$ cat src/verilog/osc_ctrl_pkg.sv
// package: oscillator mode control constants, register map and carrier types
// Notes on behaviour
// - external clock modes use incoming clock at once, no start-up delay.
// - external clock output mode drives second pin with clock divided by four.
// - external clock io mode frees second pin as port A bit 6.
// - resistor-capacitor mode drives second pin with clock divided by four.
// - resistor-capacitor io mode frees second pin as port A bit 6.
// - fast crystal multiplier mode multiplies crystal up to 10 MHz by four.
// - crystal multiplier connected only for mode code 0110.
// - fast oscillator gives 8 MHz direct and postscaled 31 kHz to 4 MHz.
// - fast oscillator enabled when selected frequency is 125 kHz to 8 MHz.
// - slow oscillator enabled when selected or needed by listed features.
// - frequency select field picks fast direct, slow direct or postscaled fast.
// - first internal pin mode: clock/4 on second pin, first pin port A bit 7.
// - second internal pin mode: both pins are port A bits 7 and 6.
// - trim settles in 8 slow cycles or 1 ms; settling shown only in status bits 1 and 0.
// - multiplier enable is trim register bit 6, internal up to 32 MHz.
// - internal multiplier allowed only for mode codes 1001 or 1000.
// - internal multiplier works only with select 111 or 110.
// - where unavailable, multiplier enable reads zero and ignores writes.
// - at 31 kHz select, source select bit picks the internal oscillator.
// - source bit 1 divides 8 MHz by 256; bit 0 uses slow oscillator.
// - trim field is 5-bit two's complement, 0 is centre frequency.
// - select code 000 gives the 31 kHz output.
package osc_ctrl_pkg;
	// wishbone word offsets (byte addresses)
	localparam logic [3:0] ctrl_addr = 4'h0;
	localparam logic [3:0] trim_addr = 4'h4;
	localparam logic [3:0] feat_addr = 4'h8;
	localparam logic [3:0] status_addr = 4'hc;
	// trim register fields
	localparam int trim_src_bit = 7;
	localparam int trim_mul_bit = 6;
	localparam int trim_val_lsb = 0;
	localparam int trim_val_w = 5;
	localparam logic [7:0] trim_reset = 8'h00;
	// control register fields
	localparam int ctrl_freq_lsb = 4;
	localparam logic [7:0] ctrl_reset = 8'h00;
	// feature register bits
	localparam int feat_pwrt_bit = 0;
	localparam int feat_fscm_bit = 1;
	localparam int feat_wdt_bit = 2;
	localparam int feat_twosp_bit = 3;
	localparam int feat_lcd_slow_bit = 4;
	localparam logic [7:0] feat_reset = 8'h00;
	// oscillator mode configuration codes
	localparam logic [3:0] mode_lp = 4'h0;
	localparam logic [3:0] mode_xt = 4'h1;
	localparam logic [3:0] mode_hs = 4'h2;
	localparam logic [3:0] mode_ext_out = 4'h4;
	localparam logic [3:0] mode_ext_io = 4'h5;
	localparam logic [3:0] mode_hs_x4 = 4'h6;
	localparam logic [3:0] mode_rc_io = 4'h7;
	localparam logic [3:0] mode_int_two_io = 4'h8;
	localparam logic [3:0] mode_int_clkout = 4'h9;
	localparam logic [3:0] mode_rc_out = 4'hc;
	// frequency select codes
	localparam logic [2:0] freq_31k = 3'h0;
	localparam logic [2:0] freq_125k = 3'h1;
	localparam logic [2:0] freq_4m = 3'h6;
	localparam logic [2:0] freq_8m = 3'h7;
	localparam int mul_factor = 4;
	localparam int hs_x4_max_in_khz = 10000;
	localparam int int_x4_max_khz = 32000;
	localparam int fast_div_low = 256;
	// trim settle figures
	localparam int slow_settle_cycles = 8;
	localparam int fast_settle_ms = 1;
	localparam int clk_hz = 20000000;
	localparam int fast_settle_clks = fast_settle_ms * (clk_hz / 1000);
	localparam int settle_cnt_w = 15;
	localparam int clkout_div_w = 2;

	typedef enum logic [1:0] {src_primary, src_fast, src_slow, src_fast_div} clk_src_t;

	typedef struct packed {
		logic fast_osc_en;
		logic slow_osc_en;
		logic hs_mul_en;
		logic int_mul_en;
		logic fast_div256;
		logic start_delay_skip;
		clk_src_t src;
		logic [4:0] trim;
	} osc_cmd_t;

	typedef struct packed {
		logic out_o;
		logic out_oe;
		logic in_i;
	} pin_t;
endpackage

$ cat src/verilog/osc_ctrl.sv
// osc_ctrl: oscillator mode decode, internal oscillator control, trim register and pin muxing
//
// Local design decisions: the register addresses and the Wishbone interface to the registers.
`timescale 1ns/100ps
module osc_ctrl #(
	parameter int fast_settle_clks = osc_ctrl_pkg::fast_settle_clks
)(
	input wire logic sys_clk,
	input wire logic rst_n,
	input wire logic [3:0] osc_mode_config,
	input wire logic wb_cyc_i,
	input wire logic wb_stb_i,
	input wire logic wb_we_i,
	input wire logic [3:0] wb_adr_i,
	input wire logic [3:0] wb_sel_i,
	input wire logic [31:0] wb_dat_i,
	output logic [31:0] wb_dat_o,
	output logic wb_ack_o,
	input wire logic slow_osc_tick,
	input wire logic clock_in_pin_i,
	output logic clock_in_pin_o,
	output logic clock_in_pin_oe,
	input wire logic clock_out_pin_i,
	output logic clock_out_pin_o,
	output logic clock_out_pin_oe,
	input wire logic gpio_a_bit6_o,
	input wire logic gpio_a_bit6_oe,
	output logic gpio_a_bit6_i,
	input wire logic gpio_a_bit7_o,
	input wire logic gpio_a_bit7_oe,
	output logic gpio_a_bit7_i,
	output osc_ctrl_pkg::osc_cmd_t osc_cmd
);
	logic [7:0] osc_control_register_q;
	logic [7:0] osc_trim_register_q;
	logic [7:0] feat_q;
	logic [1:0] div_q;
	logic [14:0] fast_cnt_q;
	logic [3:0] slow_cnt_q;
	logic [4:0] trim_prev_q;
	logic mul_avail;
	logic mode_ext;
	logic mode_rc;
	logic mode_int;
	logic [2:0] internal_freq_select;
	logic low_freq_source_select;
	logic multiplier_enable_eff;
	logic fast_settling;
	logic slow_settling;
	logic bus_req;
	logic wr_ctrl;
	logic wr_trim;
	logic wr_feat;
	logic out_div4;
	logic [31:0] rd_d;

	// mode decode
	assign mode_ext = (osc_mode_config == osc_ctrl_pkg::mode_ext_out) ||
		(osc_mode_config == osc_ctrl_pkg::mode_ext_io);
	assign mode_rc = (osc_mode_config == osc_ctrl_pkg::mode_rc_out) ||
		(osc_mode_config == osc_ctrl_pkg::mode_rc_io);
	assign mode_int = (osc_mode_config == osc_ctrl_pkg::mode_int_clkout) ||
		(osc_mode_config == osc_ctrl_pkg::mode_int_two_io);
	assign mul_avail = mode_int;
	assign internal_freq_select = osc_control_register_q[osc_ctrl_pkg::ctrl_freq_lsb +: 3];
	assign low_freq_source_select = osc_trim_register_q[osc_ctrl_pkg::trim_src_bit];

	// multiplier needs both the mode and a 4 or 8 MHz select
	assign multiplier_enable_eff = osc_trim_register_q[osc_ctrl_pkg::trim_mul_bit] && mul_avail &&
		((internal_freq_select == osc_ctrl_pkg::freq_8m) ||
		(internal_freq_select == osc_ctrl_pkg::freq_4m));

	// wishbone slave, single-cycle ack
	assign bus_req = wb_cyc_i && wb_stb_i && !wb_ack_o;
	assign wr_ctrl = bus_req && wb_we_i && wb_sel_i[0] && (wb_adr_i == osc_ctrl_pkg::ctrl_addr);
	assign wr_trim = bus_req && wb_we_i && wb_sel_i[0] && (wb_adr_i == osc_ctrl_pkg::trim_addr);
	assign wr_feat = bus_req && wb_we_i && wb_sel_i[0] && (wb_adr_i == osc_ctrl_pkg::feat_addr);

	always_ff @(posedge sys_clk or negedge rst_n)
		if (!rst_n)
			wb_ack_o <= 1'b0;
		else
			wb_ack_o <= bus_req;

	always_ff @(posedge sys_clk or negedge rst_n)
		if (!rst_n)
			osc_control_register_q <= osc_ctrl_pkg::ctrl_reset;
		else if (wr_ctrl)
			osc_control_register_q <= {1'b0, wb_dat_i[6:4], 4'h0};

	always_ff @(posedge sys_clk or negedge rst_n)
		if (!rst_n)
			feat_q <= osc_ctrl_pkg::feat_reset;
		else if (wr_feat)
			feat_q <= {3'h0, wb_dat_i[4:0]};

	// trim register: bit 5 reads zero, multiplier bit forced low where unavailable
	always_ff @(posedge sys_clk or negedge rst_n)
		if (!rst_n)
			osc_trim_register_q <= osc_ctrl_pkg::trim_reset;
		else if (wr_trim)
		begin
			osc_trim_register_q <= {wb_dat_i[7], wb_dat_i[6] && mul_avail, 1'b0, wb_dat_i[4:0]};
		end
		else if (!mul_avail)
			osc_trim_register_q[osc_ctrl_pkg::trim_mul_bit] <= 1'b0;

	always_comb
	begin
		rd_d = 32'h0000_0000;
		case (wb_adr_i)
			osc_ctrl_pkg::ctrl_addr: rd_d = {24'h000000, osc_control_register_q};
			osc_ctrl_pkg::trim_addr: rd_d = {24'h000000, osc_trim_register_q};
			osc_ctrl_pkg::feat_addr: rd_d = {24'h000000, feat_q};
			osc_ctrl_pkg::status_addr: rd_d = {24'h000000, 1'b0, multiplier_enable_eff, osc_cmd.src,
				osc_cmd.slow_osc_en, osc_cmd.fast_osc_en, slow_settling, fast_settling};
			default: rd_d = 32'h0000_0000;
		endcase
	end

	always_ff @(posedge sys_clk or negedge rst_n)
		if (!rst_n)
			wb_dat_o <= 32'h0000_0000;
		else if (bus_req && !wb_we_i)
			wb_dat_o <= rd_d;

	// trim settle tracking; informational only, no flag to software beyond status
	always_ff @(posedge sys_clk or negedge rst_n)
		if (!rst_n)
			trim_prev_q <= 5'h00;
		else
			trim_prev_q <= osc_trim_register_q[4:0];

	always_ff @(posedge sys_clk or negedge rst_n)
		if (!rst_n)
			fast_cnt_q <= 15'h0000;
		else if (trim_prev_q != osc_trim_register_q[4:0])
			fast_cnt_q <= 15'(fast_settle_clks);
		else if (fast_cnt_q != 15'h0000)
			fast_cnt_q <= fast_cnt_q - 15'h0001;

	always_ff @(posedge sys_clk or negedge rst_n)
		if (!rst_n)
			slow_cnt_q <= 4'h0;
		else if (trim_prev_q != osc_trim_register_q[4:0])
			slow_cnt_q <= 4'(osc_ctrl_pkg::slow_settle_cycles);
		else if (slow_osc_tick && (slow_cnt_q != 4'h0))
			slow_cnt_q <= slow_cnt_q - 4'h1;

	assign fast_settling = fast_cnt_q != 15'h0000;
	assign slow_settling = slow_cnt_q != 4'h0;

	// oscillator command decode
	always_comb
	begin
		osc_cmd = '0;
		osc_cmd.trim = osc_trim_register_q[4:0];
		osc_cmd.start_delay_skip = mode_ext;
		osc_cmd.hs_mul_en = osc_mode_config == osc_ctrl_pkg::mode_hs_x4;
		osc_cmd.int_mul_en = multiplier_enable_eff;
		if (!mode_int)
			osc_cmd.src = osc_ctrl_pkg::src_primary;
		else if (internal_freq_select == osc_ctrl_pkg::freq_31k)
			osc_cmd.src = low_freq_source_select ? osc_ctrl_pkg::src_fast_div : osc_ctrl_pkg::src_slow;
		else
			osc_cmd.src = osc_ctrl_pkg::src_fast;
		osc_cmd.fast_div256 = mode_int && (internal_freq_select == osc_ctrl_pkg::freq_31k) && low_freq_source_select;
		osc_cmd.fast_osc_en = (mode_int && (internal_freq_select >= osc_ctrl_pkg::freq_125k)) ||
			osc_cmd.fast_div256;
		osc_cmd.slow_osc_en = (osc_cmd.src == osc_ctrl_pkg::src_slow) || (|feat_q[4:0]);
	end

	// divide-by-four clock output
	always_ff @(posedge sys_clk or negedge rst_n)
		if (!rst_n)
			div_q <= 2'h0;
		else
			div_q <= div_q + 2'h1;

	assign out_div4 = div_q[1];

	// pin muxing
	always_comb
	begin
		clock_out_pin_o = 1'b0;
		clock_out_pin_oe = 1'b0;
		clock_in_pin_o = 1'b0;
		clock_in_pin_oe = 1'b0;
		gpio_a_bit6_i = 1'b0;
		gpio_a_bit7_i = 1'b0;
		case (osc_mode_config)
			osc_ctrl_pkg::mode_ext_out, osc_ctrl_pkg::mode_rc_out:
			begin
				clock_out_pin_o = out_div4;
				clock_out_pin_oe = 1'b1;
			end
			osc_ctrl_pkg::mode_ext_io, osc_ctrl_pkg::mode_rc_io:
			begin
				clock_out_pin_o = gpio_a_bit6_o;
				clock_out_pin_oe = gpio_a_bit6_oe;
				gpio_a_bit6_i = clock_out_pin_i;
			end
			osc_ctrl_pkg::mode_int_clkout:
			begin
				clock_out_pin_o = out_div4;
				clock_out_pin_oe = 1'b1;
				clock_in_pin_o = gpio_a_bit7_o;
				clock_in_pin_oe = gpio_a_bit7_oe;
				gpio_a_bit7_i = clock_in_pin_i;
			end
			osc_ctrl_pkg::mode_int_two_io:
			begin
				clock_out_pin_o = gpio_a_bit6_o;
				clock_out_pin_oe = gpio_a_bit6_oe;
				gpio_a_bit6_i = clock_out_pin_i;
				clock_in_pin_o = gpio_a_bit7_o;
				clock_in_pin_oe = gpio_a_bit7_oe;
				gpio_a_bit7_i = clock_in_pin_i;
			end
			default:
			begin
				clock_out_pin_oe = 1'b0;
			end
		endcase
	end
endmodule

$ cat config.mk
export PLATFORM = sky130hd
export DESIGN_NAME = osc_ctrl
export DESIGN_NICKNAME = d
export VERILOG_FILES = /design/src/verilog/osc_ctrl_pkg.sv /design/src/verilog/osc_ctrl.sv
export SDC_FILE = /design/constraint.sdc
export NUM_CORES = 1
export LEC_CHECK = 0
export BUFFER_PORTS_ARGS = -buffer_cell sky130_fd_sc_hd__buf_2
export CAP_MARGIN = 0
export CORE_ASPECT_RATIO = 1.5
export CORE_MARGIN = 8
export CORE_UTILIZATION = 33
export DETAILED_ROUTE_END_ITERATION = 8
export PLACE_DENSITY = 0.6
export SLEW_MARGIN = 20
export SYNTH_ARGS = -nofsm -noshare
export SYNTH_HDL_FRONTEND = slang
export SYNTH_SLANG_ARGS = --single-unit
$ cat constraint.sdc
create_clock -name sys_clk -period 2 [get_ports sys_clk]
set_input_delay 0.2 -clock sys_clk [delete_from_list [all_inputs] [get_ports sys_clk]]
set_output_delay 0.2 -clock sys_clk [all_outputs]
set_load 0.05 [all_outputs]
# Yosys cells after proc, flatten, opt, wreduce, memory -nomap -nowiden
# Index checks and enable logic that the tools add are counted.
# word_totals
reg_bits	74
input_bits	56
out_inout_bits	52
# op_classes
add_sub_neg	3
order_cmp	1
n_eq_ne	15
n_mux	16
n_reduce_logical	32
# ops
cell	n
8-bit one-hot mux with 4 select lines	1
15-bit two-way mux	2
4-bit by 3-bit equality test with 1-bit output, second input constant	5
4-bit equality test, second input constant	5
1-bit logical AND	15
15-bit nonzero test	1
15-bit by 1-bit subtractor with 15-bit output, second input constant	1
4-bit two-way mux	2
1-bit two-way mux	7
3-bit equality test, second input constant	2
3-bit OR reduction	2
1-bit logical OR	5
5-bit inequality test	1
5-bit OR reduction	1
4-bit logical NOT	1
2-bit two-way mux	2
1-bit one-hot mux with 2 select lines	2
2-bit nonzero test	2
4-bit nonzero test	1
4-bit by 1-bit subtractor with 4-bit output, second input constant	1
3-bit by 1-bit >= comparator with 1-bit output, second input constant	1
3-bit logical NOT	1
2-bit by 1-bit adder with 2-bit output, second input constant	1
2-bit equality test, second input constant	1
3 further kinds	4

# Depth between registers and ports, before layout
# logic_depth
word_depth	6
mapped_depth	7

# Worst setup path before layout
# No wires, ideal clock.
# synth_path
path_kind	input to output
start	input osc_mode_config[2]
end	output osc_cmd[8] in the netlist's numbering
t_arrival_ns	2.183
required_time_ns	1.800
slack_ns	-0.383
stages	4
path_buffers	1
path_cell_list	or3b_1 -> buf_2 -> nor4_2 -> and2_1
# synth_lines
item	line	rtl
start, declared	osc_ctrl.sv:10	input wire logic [3:0] osc_mode_config,
end, declared	osc_ctrl.sv:32	output osc_ctrl_pkg::osc_cmd_t osc_cmd

==> metrics.txt <==
# TYPE chip_impl_metric gauge
chip_impl_metric{name="post-route-util",unit=""} 0.399
chip_impl_metric{name="ys_ff_latch",unit=""} 50
chip_impl_metric{name="setup_tns",unit="ns"} 0
chip_impl_metric{name="wl",unit="µm"} 6650
chip_impl_info{name="setup.worst_path.end_class",value="output pin"} 1
chip_impl_metric{name="gp_routability_congestion",unit=""} 0.784
chip_impl_metric{name="initial_core_util",unit=""} 0.335
chip_impl_metric{name="synthMuxAreaShare",unit=""} 0.0754
chip_impl_metric{name="number_of_levels_the_h_tree_was_split_into",unit=""} 2
chip_impl_metric{name="dieArea",unit="mm²"} 0.0117
chip_impl_metric{name="maxSlewViolCount",unit=""} 0
chip_impl_info{name="yosysTopAreaCell",value="dfrtp_1"} 1
chip_impl_metric{name="fmaxAchievable",unit="MHz"} 517
chip_impl_metric{name="yosysWarningCount",unit=""} 0
chip_impl_info{name="synth_flop_cell",value="dfrtp_1"} 1
chip_impl_metric{name="max-slew-margin-rel",unit=""} 0.569
chip_impl_metric{name="drt_pass1_iterations",unit=""} 4
chip_impl_metric{name="cap_viol_max_count",unit=""} 0
chip_impl_metric{name="numPlacedInstances",unit=""} 435
chip_impl_metric{name="seq_area_frac_synth",unit=""} 0.449
chip_impl_metric{name="drc",unit=""} 0
chip_impl_info{name="worstHoldPathType",value="in2async"} 1
chip_impl_metric{name="p_total",unit="mW"} 3.44
chip_impl_metric{name="clock_skew",unit="ns"} 0.00778
chip_impl_info{name="result_of_the_run",value="finished clean"} 1
chip_impl_metric{name="cellPowerDensity",unit="mW/mm²"} 1040
chip_impl_metric{name="mappedNetlistArea",unit="mm²"} 0.00279
chip_impl_info{name="critPathKind",value="reg2out"} 1
chip_impl_metric{name="synthArstFlopShare",unit=""} 1.00
chip_impl_info{name="clk_root_buffer_cell",value="clkbuf_16"} 1
chip_impl_metric{name="synth.top_cell.area_share",unit=""} 0.449
chip_impl_metric{name="place.detailed.hpwl",unit="µm"} 5190
chip_impl_metric{name="finalNonFillerCells",unit=""} 445
chip_impl_metric{name="critical_path.max_fanout",unit=""} 3
chip_impl_metric{name="area.growth.synth_to_final",unit="%"} 18.9
chip_impl_metric{name="route.detailed.vias_per_inst",unit=""} 4.92
chip_impl_metric{name="worst_slack",unit="ns"} 0.0657
chip_impl_metric{name="synthXorXnorAreaFrac",unit=""} 0.0346
chip_impl_metric{name="clock_period_minus_final_worst_setup_slack",unit="ns"} 1.93
chip_impl_metric{name="finish.net_count",unit=""} 397
chip_impl_info{name="layout.cells.most_common",value="buf_2"} 1
chip_impl_metric{name="gr-usage-all-layers",unit=""} 0.117
chip_impl_metric{name="critical_path_arrival",unit="ns"} 1.73
chip_impl_metric{name="cts_buffer_depth",unit=""} 2
chip_impl_metric{name="total_overflow_reported_by_the_global_router",unit=""} 0
chip_impl_metric{name="clock_latency",unit="ns"} 0.29
chip_impl_metric{name="number_of_clock_sinks_seen_by_cts",unit=""} 50
chip_impl_metric{name="netlist_instances",unit=""} 279
chip_impl_metric{name="grt_start_max_net_pins",unit=""} 51
chip_impl_info{name="cts_tree",value="done"} 1
chip_impl_metric{name="final_cycle_share",unit=""} 0.967
chip_impl_info{name="layout_common_cells",value="buf_2 (55), dfrtp_1 (50), conb_1 (24)"} 1
chip_impl_metric{name="layout-drive-gt1-share",unit=""} 0.296
chip_impl_metric{name="design_area",unit="mm²"} 0.00331
chip_impl_metric{name="quantity_of_i_o_buffers_inserted_on_ports",unit=""} 56
chip_impl_metric{name="critPathRequiredTime",unit="ns"} 1.80
chip_impl_metric{name="std_cell_rows",unit=""} 41
chip_impl_metric{name="detailedRoute.firstIterationViolations",unit=""} 97
chip_impl_metric{name="route.detailed.wl_per_inst",unit="µm"} 14.9
chip_impl_metric{name="synth_area_per_cell",unit="µm²"} 9.99
chip_impl_metric{name="first_global_vias",unit=""} 2357
chip_impl_metric{name="vdd_ir_drop_max",unit="µV"} 545
chip_impl_metric{name="post_synth_and_or_nand_nor_area_fraction",unit=""} 0.213
chip_impl_metric{name="timing.final.setup_violations",unit=""} 0
chip_impl_metric{name="route.antenna.remaining_nets",unit=""} 0
chip_impl_info{name="worst_setup_path_start_kind",value="flop"} 1
chip_impl_metric{name="vias",unit=""} 2188
chip_impl_metric{name="design.core.area",unit="mm²"} 0.00831
chip_impl_metric{name="io_pins",unit=""} 108
chip_impl_metric{name="fp.dieW",unit="µm"} 91.0
chip_impl_metric{name="power.leakage",unit="nW"} 1.58
chip_impl_info{name="synthTopCellsByArea",value="dfrtp_1 (45%), buf_4 (8.4%), mux2_2 (6.5%)"} 1
chip_impl_metric{name="pre_cts_ws",unit="ns"} 0.0439
chip_impl_metric{name="whs",unit="ns"} 0.0181
chip_impl_metric{name="number_of_buffers_created_by_cts",unit=""} 5
chip_impl_metric{name="synth-edff-count",unit=""} 0
chip_impl_metric{name="post_synthesis_compound_gate_area_fraction",unit=""} 0.102
chip_impl_metric{name="placed_cell_area",unit="mm²"} 0.00309
chip_impl_metric{name="n_antenna_cell",unit=""} 0
chip_impl_metric{name="antenna_found_initial",unit=""} 0
chip_impl_metric{name="cts_hold_repair.buffers",unit=""} 0
chip_impl_metric{name="grt_pass1_wl",unit="µm"} 11100
chip_impl_metric{name="synth_adder_area_share",unit=""} 0.0180
chip_impl_metric{name="die_h",unit="µm"} 129
chip_impl_metric{name="synthDistinctLibCells",unit=""} 48
chip_impl_metric{name="path_clk_slew",unit="ns"} 0.07
chip_impl_info{name="main_combinational_cell_family_by_area_after_synthesis",value="simple AND/OR/NAND/NOR gates"} 1
chip_impl_metric{name="worst_slew_pin_slew",unit="ns"} 0.647
chip_impl_metric{name="report.final.hold_viol_count",unit=""} 0
metal layers:
layer / part of all wire / vias to the layer above / track usage
met5: 0 / - / 0
met4: 0.027 / 0 / 0.0552
met3: 0.055 / 13 / 0.0390
met2: 0.53 / 64 / 0.215
met1: 0.39 / 1053 / 0.115
li1: - / 1058 / -
final cells by class:
cell class                 count  area (µm²)
clock buffer                   5         125
clock inverter                 3        68.8
fill                         867        5000
inverter                       7        26.3
multi-input combinational    207        1350
sequential                    50        1250
tap                          107         134
timing repair buffer          66         358
synth_stat cells, types with 3 or more instances:
library cell / instances
xnor2_1: 7
xor2_1: 4
a211oi_1: 4
nand4_1: 3
a21oi_1: 10
and3_1: 3
o31ai_1: 6
buf_4: 31
nand3b_1: 3
mux2_2: 16
clkbuf_1: 3
mux2i_1: 3
dfrtp_1: 50
nor3_1: 3
nand2_1: 23
nand3_1: 11
nor2_1: 18
and2_1: 6
or3_1: 4
o21ai_0: 12
inv_1: 7
or4_1: 6
nor2b_1: 6
buf_2: 3
nor4_1: 3
a22oi_1: 3
ha_1: 4
cell families (layout without fill, tap and decap cells):
kind of cell,Yosys count,count (layout)
AND/OR/NAND/NOR,105,105
flip-flops,50,50
buffers and inverters,45,81
AO/OA/AOI/OAI,44,44
multiplexers,19,19
XOR/XNOR,11,11
adder cells (fa/ha/maj),4,4
other,1,24
registers in the layout, summed over array words and instances (netlist names):
register                flops
slow_cnt_q                  4
wb_ack_o                    1
trim_prev_q                 5
osc_trim_register_q         7
fast_cnt_q                 15
div_q                       2
osc_control_register_q      3
wb_dat_o                    8
feat_q                      5
report_power, final:
part | leakage, nW | switching [mW] | internal (mW) | total, mW
Combinational | 0.833 | 0.639 | 0.385 | 1.02
Sequential | 0.648 | 0.166 | 1.15 | 1.32
Clock | 0.0940 | 0.379 | 0.719 | 1.10
Total | 1.58 | 1.18 | 2.26 | 3.44
final timing paths:
kind	startpoint	to	slack (ns)	cells after the start
min in group sys_clk	wb_dat_i[7]	osc_trim_register_q[7]	0.14	2
max in group asynchronous	rst_n	fast_cnt_q[0]	1.55	2
worst min-delay path	rst_n	fast_cnt_q[5]	0.02	2
worst max-delay path	feat_q[1]	osc_cmd[11]	0.07	3
worst max register to register	fast_cnt_q[1]	fast_cnt_q[13]	0.12	6
worst min register to register	div_q[0]	div_q[0]	0.45	1
critical path: stages (launching register included):
cell and delay [ns]:
dfrtp_1 0.40, or4_1 0.52, a211o_1 0.32, buf_4 0.20
repair_timing:
item                                    4_1_cts  5_1_grt
endpoints found under the setup margin        0       15
setup buffers                                 0        2
gates resized for setup                       0        5
Power figures use the tool's default switching activity.
